## config.mk

```make
export PLATFORM = sky130hd
export DESIGN_NAME = traffic_checker_status
export DESIGN_NICKNAME = d
export VERILOG_FILES = /design/src/hdl/traffic_probe_pkg.sv /design/src/hdl/traffic_checker_status.sv
export SDC_FILE = /design/constraint.sdc
export NUM_CORES = 2
export LEC_CHECK = 0
export BUFFER_PORTS_ARGS = -buffer_cell sky130_fd_sc_hd__buf_2
export CELL_PAD_IN_SITES_DETAIL_PLACEMENT = 0
export CELL_PAD_IN_SITES_GLOBAL_PLACEMENT = 1
export CORE_UTILIZATION = 25
export CTS_CLUSTER_DIAMETER = 40
export CTS_CLUSTER_SIZE = 14
export DETAILED_ROUTE_END_ITERATION = 16
export GPL_TIMING_DRIVEN = 0
export PLACE_DENSITY = 0.56
export SLEW_MARGIN = 20
export SYNTH_ARGS = -nofsm -noshare
export SYNTH_HDL_FRONTEND = slang
export SYNTH_SLANG_ARGS = --single-unit
```

## constraint.sdc

```tcl
create_clock -name clk -period 4.42 [get_ports clk]
set_clock_uncertainty 0.05 [all_clocks]
set_input_delay 0.884 -clock clk [delete_from_list [all_inputs] [get_ports clk]]
set_output_delay 0.884 -clock clk [all_outputs]
set_load 0.01 [all_outputs]
```

## src/hdl/traffic_probe_pkg.sv

```systemverilog
/*
 * shared constants and carrier types for the traffic checker status block.
 * assumes a single core clock domain; register map is reached over ahb-lite.
 */
package traffic_probe_pkg;

   localparam int DATA_W    = 128;
   localparam int ADDR_W    = 31;
   localparam int CNT_W     = 32;
   localparam int CALCNT_W  = 32;

   // register byte offsets
   localparam logic [11:0] OFS_STATUS    = 12'h000;
   localparam logic [11:0] OFS_CONTROL   = 12'h004;
   localparam logic [11:0] OFS_IRQ_STAT  = 12'h008;
   localparam logic [11:0] OFS_IRQ_MASK  = 12'h00c;
   localparam logic [11:0] OFS_READ_CNT  = 12'h010;
   localparam logic [11:0] OFS_FAIL_CNT  = 12'h014;
   localparam logic [11:0] OFS_FAIL_ADDR = 12'h018;
   localparam logic [11:0] OFS_CAL_CNT   = 12'h01c;
   localparam logic [11:0] OFS_REQ_CNT   = 12'h020;
   localparam logic [11:0] OFS_RDREQ_CNT = 12'h024;
   localparam logic [11:0] OFS_CLK_CNT   = 12'h028;
   // six 128-bit capture banks, four words each, then three pass vectors
   localparam logic [11:0] OFS_WIDE_BASE = 12'h100;
   localparam int          WIDE_BANKS    = 9;

   // status bit positions
   localparam int ST_LOCK    = 0;
   localparam int ST_PHASE_ALIGN_LOCK    = 1;
   localparam int ST_PHASE_ALIGN_LOCK_SECONDARY    = 2;
   localparam int ST_CALDONE = 3;
   localparam int ST_PASS    = 4;
   localparam int ST_FAIL    = 5;
   localparam int ST_TMO     = 6;
   localparam int ST_RAVB    = 7;
   localparam int ST_RAVA    = 8;
   localparam int ST_PARITY  = 9;

   // control bit positions and reset value
   localparam int CT_TGRST = 0;
   localparam int CT_STOP  = 1;
   localparam int CT_GRSTN = 2;
   localparam logic [2:0] CTRL_RESET = 3'h5;

   // interrupt event bits
   localparam int IRQ_W    = 4;
   localparam int EV_PASS  = 0;
   localparam int EV_FAIL  = 1;
   localparam int EV_TMO   = 2;
   localparam int EV_CAL   = 3;

   localparam logic [1:0] HTRANS_NONSEQ = 2'h2;

   typedef enum logic [1:0] {
      CAP_IDLE  = 2'b00,
      CAP_AFTER = 2'b01,
      CAP_DONE  = 2'b11
   } cap_state_t;

   typedef struct packed {
      logic              valid;
      logic [ADDR_W-1:0] addr;
      logic [DATA_W-1:0] expected;
      logic [DATA_W-1:0] actual;
   } rd_check_t;

   typedef struct packed {
      logic req;
      logic isRead;
      logic stall;
   } req_obs_t;

   typedef struct packed {
      logic [11:0] addr;
      logic        write;
      logic        sel;
   } ahb_addr_t;

endpackage

```

## src/hdl/traffic_checker_status.sv

```systemverilog
/*
 * status, capture and control logic for a memory traffic checker.
 * assumes the traffic generator delivers checked reads (expected vs actual)
 * and request strobes on clk; lock/cal/parity inputs come from other domains.
 */
// Functional notes
// - lock indicator: 1 locked, 0 not
// - 32-bit count of checked read words
// - 32-bit count of read mismatches
// - hold 31-bit first mismatch address
// - read-valid flags before and after first fail
// - sticky 128-bit per-bit pass vector
// - per-bit pass vector of first mismatch
// - expected data at, before, after fail
// - actual data at, before, after fail
// - reread first fail address, store pass vector
// - 96-bit word: requests, reads, clocks since first
// - primary and secondary phase lock indicators
// - 33-bit calibration done plus clock count
// - pass, fail, timeout flags active high
// - active-high generator reset holds traffic
// - active-low global reset clears counters, captures, cal count; not control/irq regs
// - stop-on-error halts traffic, rereads, default off
// - parity status, frozen when not applicable
`timescale 1ns/1ps
module traffic_checker_status
   import traffic_probe_pkg::*;
#(
   parameter int DW = DATA_W
) (
   input  wire logic                 clk,
   input  wire logic                 resetn,
   input  wire logic                 clkEn,
   // ahb-lite slave
   input  wire logic                 hsel,
   input  wire logic [31:0]          haddr,
   input  wire logic [1:0]           htrans,
   input  wire logic                 hwrite,
   input  wire logic [2:0]           hsize,
   input  wire logic [31:0]          hwdata,
   input  wire logic                 hready,
   output logic                      hreadyout,
   output logic                      hresp,
   output logic [31:0]               hrdata,
   // asynchronous status inputs
   input  wire logic                 clkgenLockIn,
   input  wire logic                 phaseAlignIn,
   input  wire logic                 phaseAlignSecIn,
   input  wire logic                 calibDoneIn,
   input  wire logic                 parityErrIn,
   input  wire logic                 parityEnable,
   // traffic generator side
   input  wire rd_check_t            rdCheck,
   input  wire req_obs_t             reqObs,
   input  wire logic                 tgPass,
   input  wire logic                 tgFail,
   input  wire logic                 tgTimeout,
   output logic                      traffic_gen_reset,
   output logic                      global_reset_n,
   output logic                      stop_on_error_mode,
   output logic                      haltTraffic,
   output logic                      rereadReq,
   output logic [ADDR_W-1:0]         rereadAddr,
   output logic                      irq
);

   // capture banks and bus slicing assume the package width
   if (DW != DATA_W) begin : g_widthChk
      $error("data width must match package");
   end

   // two-stage synchronisers; only stage two is read
   logic [4:0] syncA_r, syncB_r;
   wire  [4:0] asyncIn = {parityErrIn, calibDoneIn, phaseAlignSecIn, phaseAlignIn, clkgenLockIn};
   always_ff @(posedge clk) begin
      if (!resetn) begin
         syncA_r <= 5'h00;
         syncB_r <= 5'h00;
      end else if (clkEn) begin
         syncA_r <= asyncIn;
         syncB_r <= syncA_r;
      end
   end
   wire clkgen_lock                = syncB_r[0];
   wire phase_align_lock           = syncB_r[1];
   wire phase_align_lock_secondary = syncB_r[2];
   wire calDone                    = syncB_r[3];
   wire parityNow                  = syncB_r[4];

   // control sources
   logic [2:0] ctrl_r;
   assign traffic_gen_reset  = ctrl_r[CT_TGRST];
   assign stop_on_error_mode = ctrl_r[CT_STOP];
   assign global_reset_n     = resetn & ctrl_r[CT_GRSTN];

   // counters and captures clear on either reset
   wire clr = !global_reset_n || traffic_gen_reset;

   logic [CNT_W-1:0]    read_total_count, mismatch_total_count;
   logic [CNT_W-1:0]    reqCnt_r, rdReqCnt_r, clkCnt_r;
   logic                seenReq_r;
   logic [CALCNT_W-1:0] calCnt_r;
   logic                cmd_parity_status;
   logic [ADDR_W-1:0]   first_fail_addr;
   logic                read_valid_before_fail, read_valid_after_fail;
   logic [DW-1:0]       sticky_pass_vector, first_fail_pass_vector, reread_pass_vector;
   logic [DW-1:0]       expected_at_fail, expected_before_fail, expected_after_fail;
   logic [DW-1:0]       actual_at_fail, actual_before_fail, actual_after_fail;
   logic [DW-1:0]       prevExp_r, prevAct_r;
   logic                prevValid_r;
   logic                traffic_pass_flag, traffic_fail_flag, traffic_timeout_flag;
   logic                rereadPend_r;
   cap_state_t          capState_r;

   wire [DW-1:0] bitPass  = ~(rdCheck.expected ^ rdCheck.actual);
   wire          mismatch = rdCheck.valid && (rdCheck.expected != rdCheck.actual);
   wire          firstHit = mismatch && capState_r == CAP_IDLE;
   wire          isReread = rdCheck.valid && rereadPend_r && rdCheck.addr == first_fail_addr;
   wire [CNT_W-1:0] calCntLo = calCnt_r;
   wire [CALCNT_W:0]      calib_progress_word = {calDone, calCntLo};
   wire [3*CNT_W-1:0]     stall_count_word    = {reqCnt_r, rdReqCnt_r, clkCnt_r};

   always_ff @(posedge clk) begin
      if (clr) begin
         read_total_count     <= '0;
         mismatch_total_count <= '0;
         reqCnt_r             <= '0;
         rdReqCnt_r           <= '0;
         clkCnt_r             <= '0;
         seenReq_r            <= 1'b0;
         traffic_pass_flag    <= 1'b0;
         traffic_fail_flag    <= 1'b0;
         traffic_timeout_flag <= 1'b0;
      end else if (clkEn) begin
         if (rdCheck.valid) read_total_count <= read_total_count + 1'b1;
         if (mismatch) mismatch_total_count <= mismatch_total_count + 1'b1;
         if (reqObs.req) reqCnt_r <= reqCnt_r + 1'b1;
         if (reqObs.req && reqObs.isRead) rdReqCnt_r <= rdReqCnt_r + 1'b1;
         if (reqObs.req) seenReq_r <= 1'b1;
         if (seenReq_r || reqObs.req) clkCnt_r <= clkCnt_r + 1'b1;
         traffic_pass_flag    <= tgPass;
         traffic_fail_flag    <= tgFail;
         traffic_timeout_flag <= tgTimeout;
      end
   end

   // calibration clock count runs until done; reruns only on global reset
   always_ff @(posedge clk) begin
      if (!global_reset_n) begin
         calCnt_r          <= '0;
         cmd_parity_status <= 1'b0;
      end else if (clkEn) begin
         if (!calDone) calCnt_r <= calCnt_r + 1'b1;
         if (parityEnable) cmd_parity_status <= parityNow;
      end
   end

   // previous read kept so the word before a failure can be captured
   always_ff @(posedge clk) begin
      if (clr) begin
         prevExp_r   <= '0;
         prevAct_r   <= '0;
         prevValid_r <= 1'b0;
      end else if (clkEn && rdCheck.valid) begin
         prevExp_r   <= rdCheck.expected;
         prevAct_r   <= rdCheck.actual;
         prevValid_r <= 1'b1;
      end
   end

   always_ff @(posedge clk) begin
      if (clr) begin
         capState_r             <= CAP_IDLE;
         first_fail_addr        <= '0;
         read_valid_before_fail <= 1'b0;
         read_valid_after_fail  <= 1'b0;
         first_fail_pass_vector <= '1;
         expected_at_fail       <= '0;
         expected_before_fail   <= '0;
         expected_after_fail    <= '0;
         actual_at_fail         <= '0;
         actual_before_fail     <= '0;
         actual_after_fail      <= '0;
      end else if (clkEn) begin
         case (capState_r)
            CAP_IDLE: begin
               if (firstHit) begin
                  capState_r             <= CAP_AFTER;
                  first_fail_addr        <= rdCheck.addr;
                  first_fail_pass_vector <= bitPass;
                  expected_at_fail       <= rdCheck.expected;
                  actual_at_fail         <= rdCheck.actual;
                  expected_before_fail   <= prevExp_r;
                  actual_before_fail     <= prevAct_r;
                  read_valid_before_fail <= prevValid_r;
               end
            end
            CAP_AFTER: begin
               if (rdCheck.valid) begin
                  capState_r            <= CAP_DONE;
                  expected_after_fail   <= rdCheck.expected;
                  actual_after_fail     <= rdCheck.actual;
                  read_valid_after_fail <= 1'b1;
               end
            end
            default: capState_r <= CAP_DONE;
         endcase
      end
   end

   // sticky pass vector; meaningless once stop mode halts traffic
   always_ff @(posedge clk) begin
      if (clr) begin
         sticky_pass_vector <= '1;
      end else if (clkEn && rdCheck.valid) begin
         sticky_pass_vector <= sticky_pass_vector & bitPass;
      end
   end

   // one reread of the first failing address in every error run, requested the cycle after the first mismatch
   always_ff @(posedge clk) begin
      if (clr) begin
         rereadPend_r       <= 1'b0;
         rereadReq          <= 1'b0;
         rereadAddr         <= '0;
         reread_pass_vector <= '1;
         haltTraffic        <= 1'b0;
      end else if (clkEn) begin
         rereadReq <= firstHit;
         if (firstHit) begin
            rereadPend_r <= 1'b1;
            rereadAddr   <= rdCheck.addr;
            haltTraffic  <= stop_on_error_mode;
         end else if (isReread && capState_r != CAP_IDLE) begin
            rereadPend_r       <= 1'b0;
            reread_pass_vector <= bitPass;
         end
      end
   end

   // interrupt status: set wins over read-clear
   logic [IRQ_W-1:0] irqStat_r, irqMask_r;
   logic             calDoneD_r, passD_r, failD_r, tmoD_r;
   wire  [IRQ_W-1:0] irqEv;
   assign irqEv[EV_PASS] = traffic_pass_flag & ~passD_r;
   assign irqEv[EV_FAIL] = traffic_fail_flag & ~failD_r;
   assign irqEv[EV_TMO]  = traffic_timeout_flag & ~tmoD_r;
   assign irqEv[EV_CAL]  = calDone & ~calDoneD_r;
   assign irq = |(irqStat_r & irqMask_r);

   // ahb-lite: zero wait states, always okay
   ahb_addr_t aph_r;
   wire       aphTake = hsel && hready && htrans == HTRANS_NONSEQ;
   wire       rdStat  = aph_r.sel && !aph_r.write && aph_r.addr == OFS_IRQ_STAT;
   assign hreadyout = 1'b1;
   assign hresp     = 1'b0;

   always_ff @(posedge clk) begin
      if (!resetn) begin
         aph_r      <= '0;
         ctrl_r     <= CTRL_RESET;
         irqStat_r  <= '0;
         irqMask_r  <= '0;
         calDoneD_r <= 1'b0;
         passD_r    <= 1'b0;
         failD_r    <= 1'b0;
         tmoD_r     <= 1'b0;
      end else if (clkEn) begin
         aph_r      <= '{addr: haddr[11:0], write: hwrite, sel: aphTake};
         calDoneD_r <= calDone;
         passD_r    <= traffic_pass_flag;
         failD_r    <= traffic_fail_flag;
         tmoD_r     <= traffic_timeout_flag;
         irqStat_r  <= (rdStat ? '0 : irqStat_r) | irqEv;
         if (aph_r.sel && aph_r.write) begin
            if (aph_r.addr == OFS_CONTROL) ctrl_r <= hwdata[2:0];
            else if (aph_r.addr == OFS_IRQ_MASK) irqMask_r <= hwdata[IRQ_W-1:0];
         end
      end
   end

   // wide capture banks: bank index from bits 7:4, word from bits 3:2
   wire [DW-1:0] wideBank [WIDE_BANKS];
   assign wideBank[0] = expected_at_fail;
   assign wideBank[1] = expected_before_fail;
   assign wideBank[2] = expected_after_fail;
   assign wideBank[3] = actual_at_fail;
   assign wideBank[4] = actual_before_fail;
   assign wideBank[5] = actual_after_fail;
   assign wideBank[6] = sticky_pass_vector;
   assign wideBank[7] = first_fail_pass_vector;
   assign wideBank[8] = reread_pass_vector;

   wire [11:0] wideOfs   = aph_r.addr - OFS_WIDE_BASE;
   wire        wideHit   = aph_r.addr >= OFS_WIDE_BASE && wideOfs[11:4] < 8'(WIDE_BANKS);
   wire [3:0]  wideBankI = wideOfs[7:4];
   wire [1:0]  wideWord  = wideOfs[3:2];
   wire [DW-1:0] wideSel = wideHit ? wideBank[wideBankI] : '0;
   wire [31:0] wideRd    = wideSel[wideWord*32 +: 32];

   wire [31:0] statusWord = {22'h0, cmd_parity_status, read_valid_after_fail,
                             read_valid_before_fail, traffic_timeout_flag,
                             traffic_fail_flag, traffic_pass_flag, calDone,
                             phase_align_lock_secondary, phase_align_lock, clkgen_lock};

   wire [31:0] rdMux;
   assign rdMux =
      (aph_r.addr == OFS_STATUS)    ? statusWord :
      (aph_r.addr == OFS_CONTROL)   ? {29'h0, ctrl_r} :
      (aph_r.addr == OFS_IRQ_STAT)  ? {28'h0, irqStat_r} :
      (aph_r.addr == OFS_IRQ_MASK)  ? {28'h0, irqMask_r} :
      (aph_r.addr == OFS_READ_CNT)  ? read_total_count :
      (aph_r.addr == OFS_FAIL_CNT)  ? mismatch_total_count :
      (aph_r.addr == OFS_FAIL_ADDR) ? {1'b0, first_fail_addr} :
      (aph_r.addr == OFS_CAL_CNT)   ? calib_progress_word[31:0] :
      (aph_r.addr == OFS_REQ_CNT)   ? stall_count_word[95:64] :
      (aph_r.addr == OFS_RDREQ_CNT) ? stall_count_word[63:32] :
      (aph_r.addr == OFS_CLK_CNT)   ? stall_count_word[31:0] :
      wideRd;
   assign hrdata = (aph_r.sel && !aph_r.write) ? rdMux : 32'h0000_0000;
endmodule

```

==> flow_metrics.env <==
export IMPL_syn_num_nets=9023
export IMPL_worstPathMaxFanout=5
export IMPL_fin_crit_ns=5.55
export IMPL_nNetsFinal=9934
export IMPL_rsz0062_at_grt="true"
export IMPL_crit_buf_inv=11
export IMPL_critPathMaxStageDelay_ns=0.55
export IMPL_tightest_slew_ns=1.40
export IMPL_peakVddDrop_mv=0.327
export IMPL_wl_met2_mm=187
export IMPL_synth_distinct_cells=74
export IMPL_max_cap_violations=0
export IMPL_power_total_uw=47500
export IMPL_cts_buffers=342
export IMPL_drc=0
export IMPL_fin_crit_sh_pct=126
export IMPL_power_density_nw_per_um2=476
export IMPL_clock_latency_ns=0.93
export IMPL_grt_overflow=0
export IMPL_p_leak_uw=0.0343
export IMPL_fmax_mhz=180
export IMPL_syn2layout_area_growth_pct=35.3
export IMPL_outcome="complete, but fails checks"
export IMPL_drtPass1Iterations=5
export IMPL_syn_inst=8642
export IMPL_num_rows=199
export IMPL_post_drt_wl_per_cell_um=30.8
export IMPL_start_util_pct=25.1
export IMPL_cp_arrival_ns=4.62
export IMPL_crit_chain="buf_12, buf_4, buf_6, buf_8, buf_12, buf_12, buf_16, buf_16, buf_6, buf_6, mux4_2, mux2i_4, nor2_2, a21oi_4, o22ai_4, o21ai_4, o211ai_1, buf_2"
export IMPL_slew_headroom_pct=6.49
export IMPL_yosysWarnings=0
export IMPL_synth_edf_count=0
export IMPL_cts_tree="done"
export IMPL_yosys_area_top_type_share_pct=46.5
export IMPL_die_area_um2=297000
export IMPL_viasPerCell=5.16
export IMPL_dp_cells=12981
export IMPL_core_area_um2=294000
export IMPL_path_class="reg -> out"
export IMPL_syn_avg_cell_area_um2=8.53
export IMPL_synth_seq_cells=1714
export IMPL_tns_ns=-35.23
export IMPL_grt_max_degree=16
export IMPL_initialDrtViolationCount=7054
export IMPL_finalMaxSlewViolations=0
export IMPL_timing_rr_start="first_fail_addr[9]$_SDFFE_PP0P_"
export IMPL_dr_max_layer_used="met5"
export IMPL_cts_sinks=1714
export IMPL_gr_usage_all_layers_pct=27.6
export IMPL_die_y_um=545
export IMPL_cp_start_kind="register"
export IMPL_antenna_found_initial=97
export IMPL_h_tree_depth=5
export IMPL_holdCritStartpoint="tgFail"
export IMPL_synthFlopType="dfxtp_1"
export IMPL_grt_pass1_wl_mm=570
export IMPL_dp_hpwl_mm=329
export IMPL_clock_path_buffers=4
export IMPL_ys_top_cells_by_area="dfxtp_1 (47%), nand2_1 (14%), mux4_2 (8.3%), a21oi_1 (8.1%), o211ai_1 (3.0%)"
export IMPL_holdBufCountCts=0
export IMPL_grt_pass1_vias=67182
export IMPL_drive_above_1_share_pct=21.2
export IMPL_drtAntennaViolNets=0
export IMPL_die_x_um=545
export IMPL_synthArstFlopShare_pct=0
export IMPL_yosysTopAreaCell="dfxtp_1"
export IMPL_crit_start="aph_r[6]$_SDFFE_PN0P_"
export IMPL_routed_wl_mm=425
export IMPL_violations="negative setup slack"
export IMPL_finalSetupViolCount=150
export IMPL_holdCritPathClass="in -> reg"
export IMPL_final_cells=13805
export IMPL_gp_congestion=1.00
export IMPL_place_area_um2=81400
export IMPL_design_area_um2=99800
export IMPL_wl_met1_mm=178
export IMPL_ios=446
export IMPL_cp_top_family="buffers and inverters"
export IMPL_setup_ws_ns=-1.13
export IMPL_cp_slowest_cell="mux4_2"
export IMPL_vias=71214
export IMPL_synth_area_um2=73800
export IMPL_cts_clk_slew_worst_paths_ns=0.05
export IMPL_cts_root_buffer="clkbuf_16"
export IMPL_wl_met3_mm=32.6
export IMPL_seq_area_frac_synth_pct=46.5
export IMPL_endpoint_kind="primary output"
export IMPL_portBuffers=391
export IMPL_hold_viol_final=0
export IMPL_crit_required_ns=3.49
export IMPL_dp_worst_setup_slack_ns=-2.91
-- kinds of logic (layout without fill, tap and decap cells) --
group                    after synthesis  in the layout  synth area share (%)
flip-flops                          1714           1714                  46.5
AND/OR/NAND/NOR                     3403           3403                  18.7
other                                  2             53                0.0102
multiplexers                         456            456                  10.8
buffers and inverters                700           1893                  3.92
XOR/XNOR                             427            427                  5.07
AO/OA/AOI/OAI                       1934           1934                  14.8
adder cells (fa/ha/maj)                6              6                 0.102
-- synthesized netlist by cell type, drive strengths merged, types with 4 or more instances --
master,number
dfxtp,1714
inv,29
o221ai,13
o31ai,4
nor2b,43
or3,37
o21ai,279
o22ai,27
or4,5
nand4,88
or2,6
buf,196
clkbuf,475
a22oi,39
and3,35
nor4,31
and2,11
mux2,29
a2111oi,4
a211oi,6
nand2,2761
nand3,73
xor2,247
and4,24
o211ai,290
mux2i,156
nand2b,19
a31oi,19
a222oi,5
o21a,4
nor3,31
a21oi,1187
nor2,231
mux4,271
ha,6
xnor2,180
a32oi,4
a221oi,20
-- what timing repair did --
action	in CTS	in global routing
cloned	3	0
endpoints found under the setup margin	744	213
setup buffers	107	50
pin swaps	86	92
resized for setup	833	170
-- worst reg2reg max path: stages (launching register included) --
cell	delay [ns]
dfxtp_1	0.54
xor2_1	0.13
nor4_1	0.42
nand4_1	0.18
nor4_1	0.33
nand4_1	0.58
clkbuf_1	0.65
clkbuf_1	0.43
nand2_1	0.16
o211ai_1	0.11
-- state kept, by name, summed over array words and instances (netlist names), 5 cells and up --
signal and flops:
actual_after_fail 128, actual_at_fail 128, actual_before_fail 128, expected_after_fail 128
expected_at_fail 128, expected_before_fail 128, first_fail_pass_vector 128, prevAct_r 128
prevExp_r 128, reread_pass_vector 128, sticky_pass_vector 128, calCntLo 32
clkCnt_r 32, mismatch_total_count 32, rdReqCnt_r 32, read_total_count 32
reqCnt_r 32, first_fail_addr 31, rereadAddr 31, aph_r 14
syncA_r 5, syncB_r 5
-- cells in the final DEF, fill, tap and decap left out, drive strengths merged, types with 37 or more instances in the layout --
cell type and count:
inv 43, clkbuf 887, nand2 2761, xnor2 180, clkinv 98, mux4 271, or3 37, o21ai 279
nand3 73, o211ai 290, dfxtp 1714, mux2i 156, bufinv 61, a21oi 1187, nor2b 43, nor2 231
a22oi 39, diode 51, nand4 88, xor2 247, buf 767
-- final timing paths --
| kind | endpoint | slack, ns | cells past startpoint |
|---|---|---|---|
| hold reg to reg | actual_before_fail[75]$_SDFFE_PP0P_ | 0.35 | 2 |
| setup / recovery | hrdata[15] | -1.13 | 18 |
| hold / removal | traffic_fail_flag$_SDFFE_PP0P_ | 0.20 | 3 |
| setup reg to reg | reread_pass_vector[107]$_SDFFE_PP1P_ | 0.70 | 9 |
-- power breakdown --
| part | switching, uW | internal [uW] |
|---|---|---|
| logic | 2650 | 1090 |
| clock network | 9600 | 18600 |
| registers | 21.7 | 15500 |
-- through the flow --
stage | util, % | hold slack (ns)
after CTS | 33.6 | 0.131
after global routing | 34.0 | 0.200
after global placement | 27.5 | 0.388
final | 34.0 | 0.197
after detailed placement | 27.7 | 0.392
after floorplan | - | 0.382
-- layout make-up --
class	instances	area (um^2)
repair buffers	575	4490
plain buffers	663	3950
inverters	29	109
diodes	51	128
fillers	30394	194000
well taps	3919	4900
clock inverters	209	3270
clock buffers	417	9280
multi-input cells	6228	39300
flip-flops and latches	1714	34300
-- layer usage --
| layer | vias up | global-route usage (%) |
|---|---|---|
| met2 | 3357 | 42.5 |
| met4 | 16 | 16.9 |
| met5 | - | 0 |
| li1 | 31684 | - |
| met1 | 35329 | 35.8 |
| met3 | 828 | 5.15 |
Power figures use the tool's default switching activity.
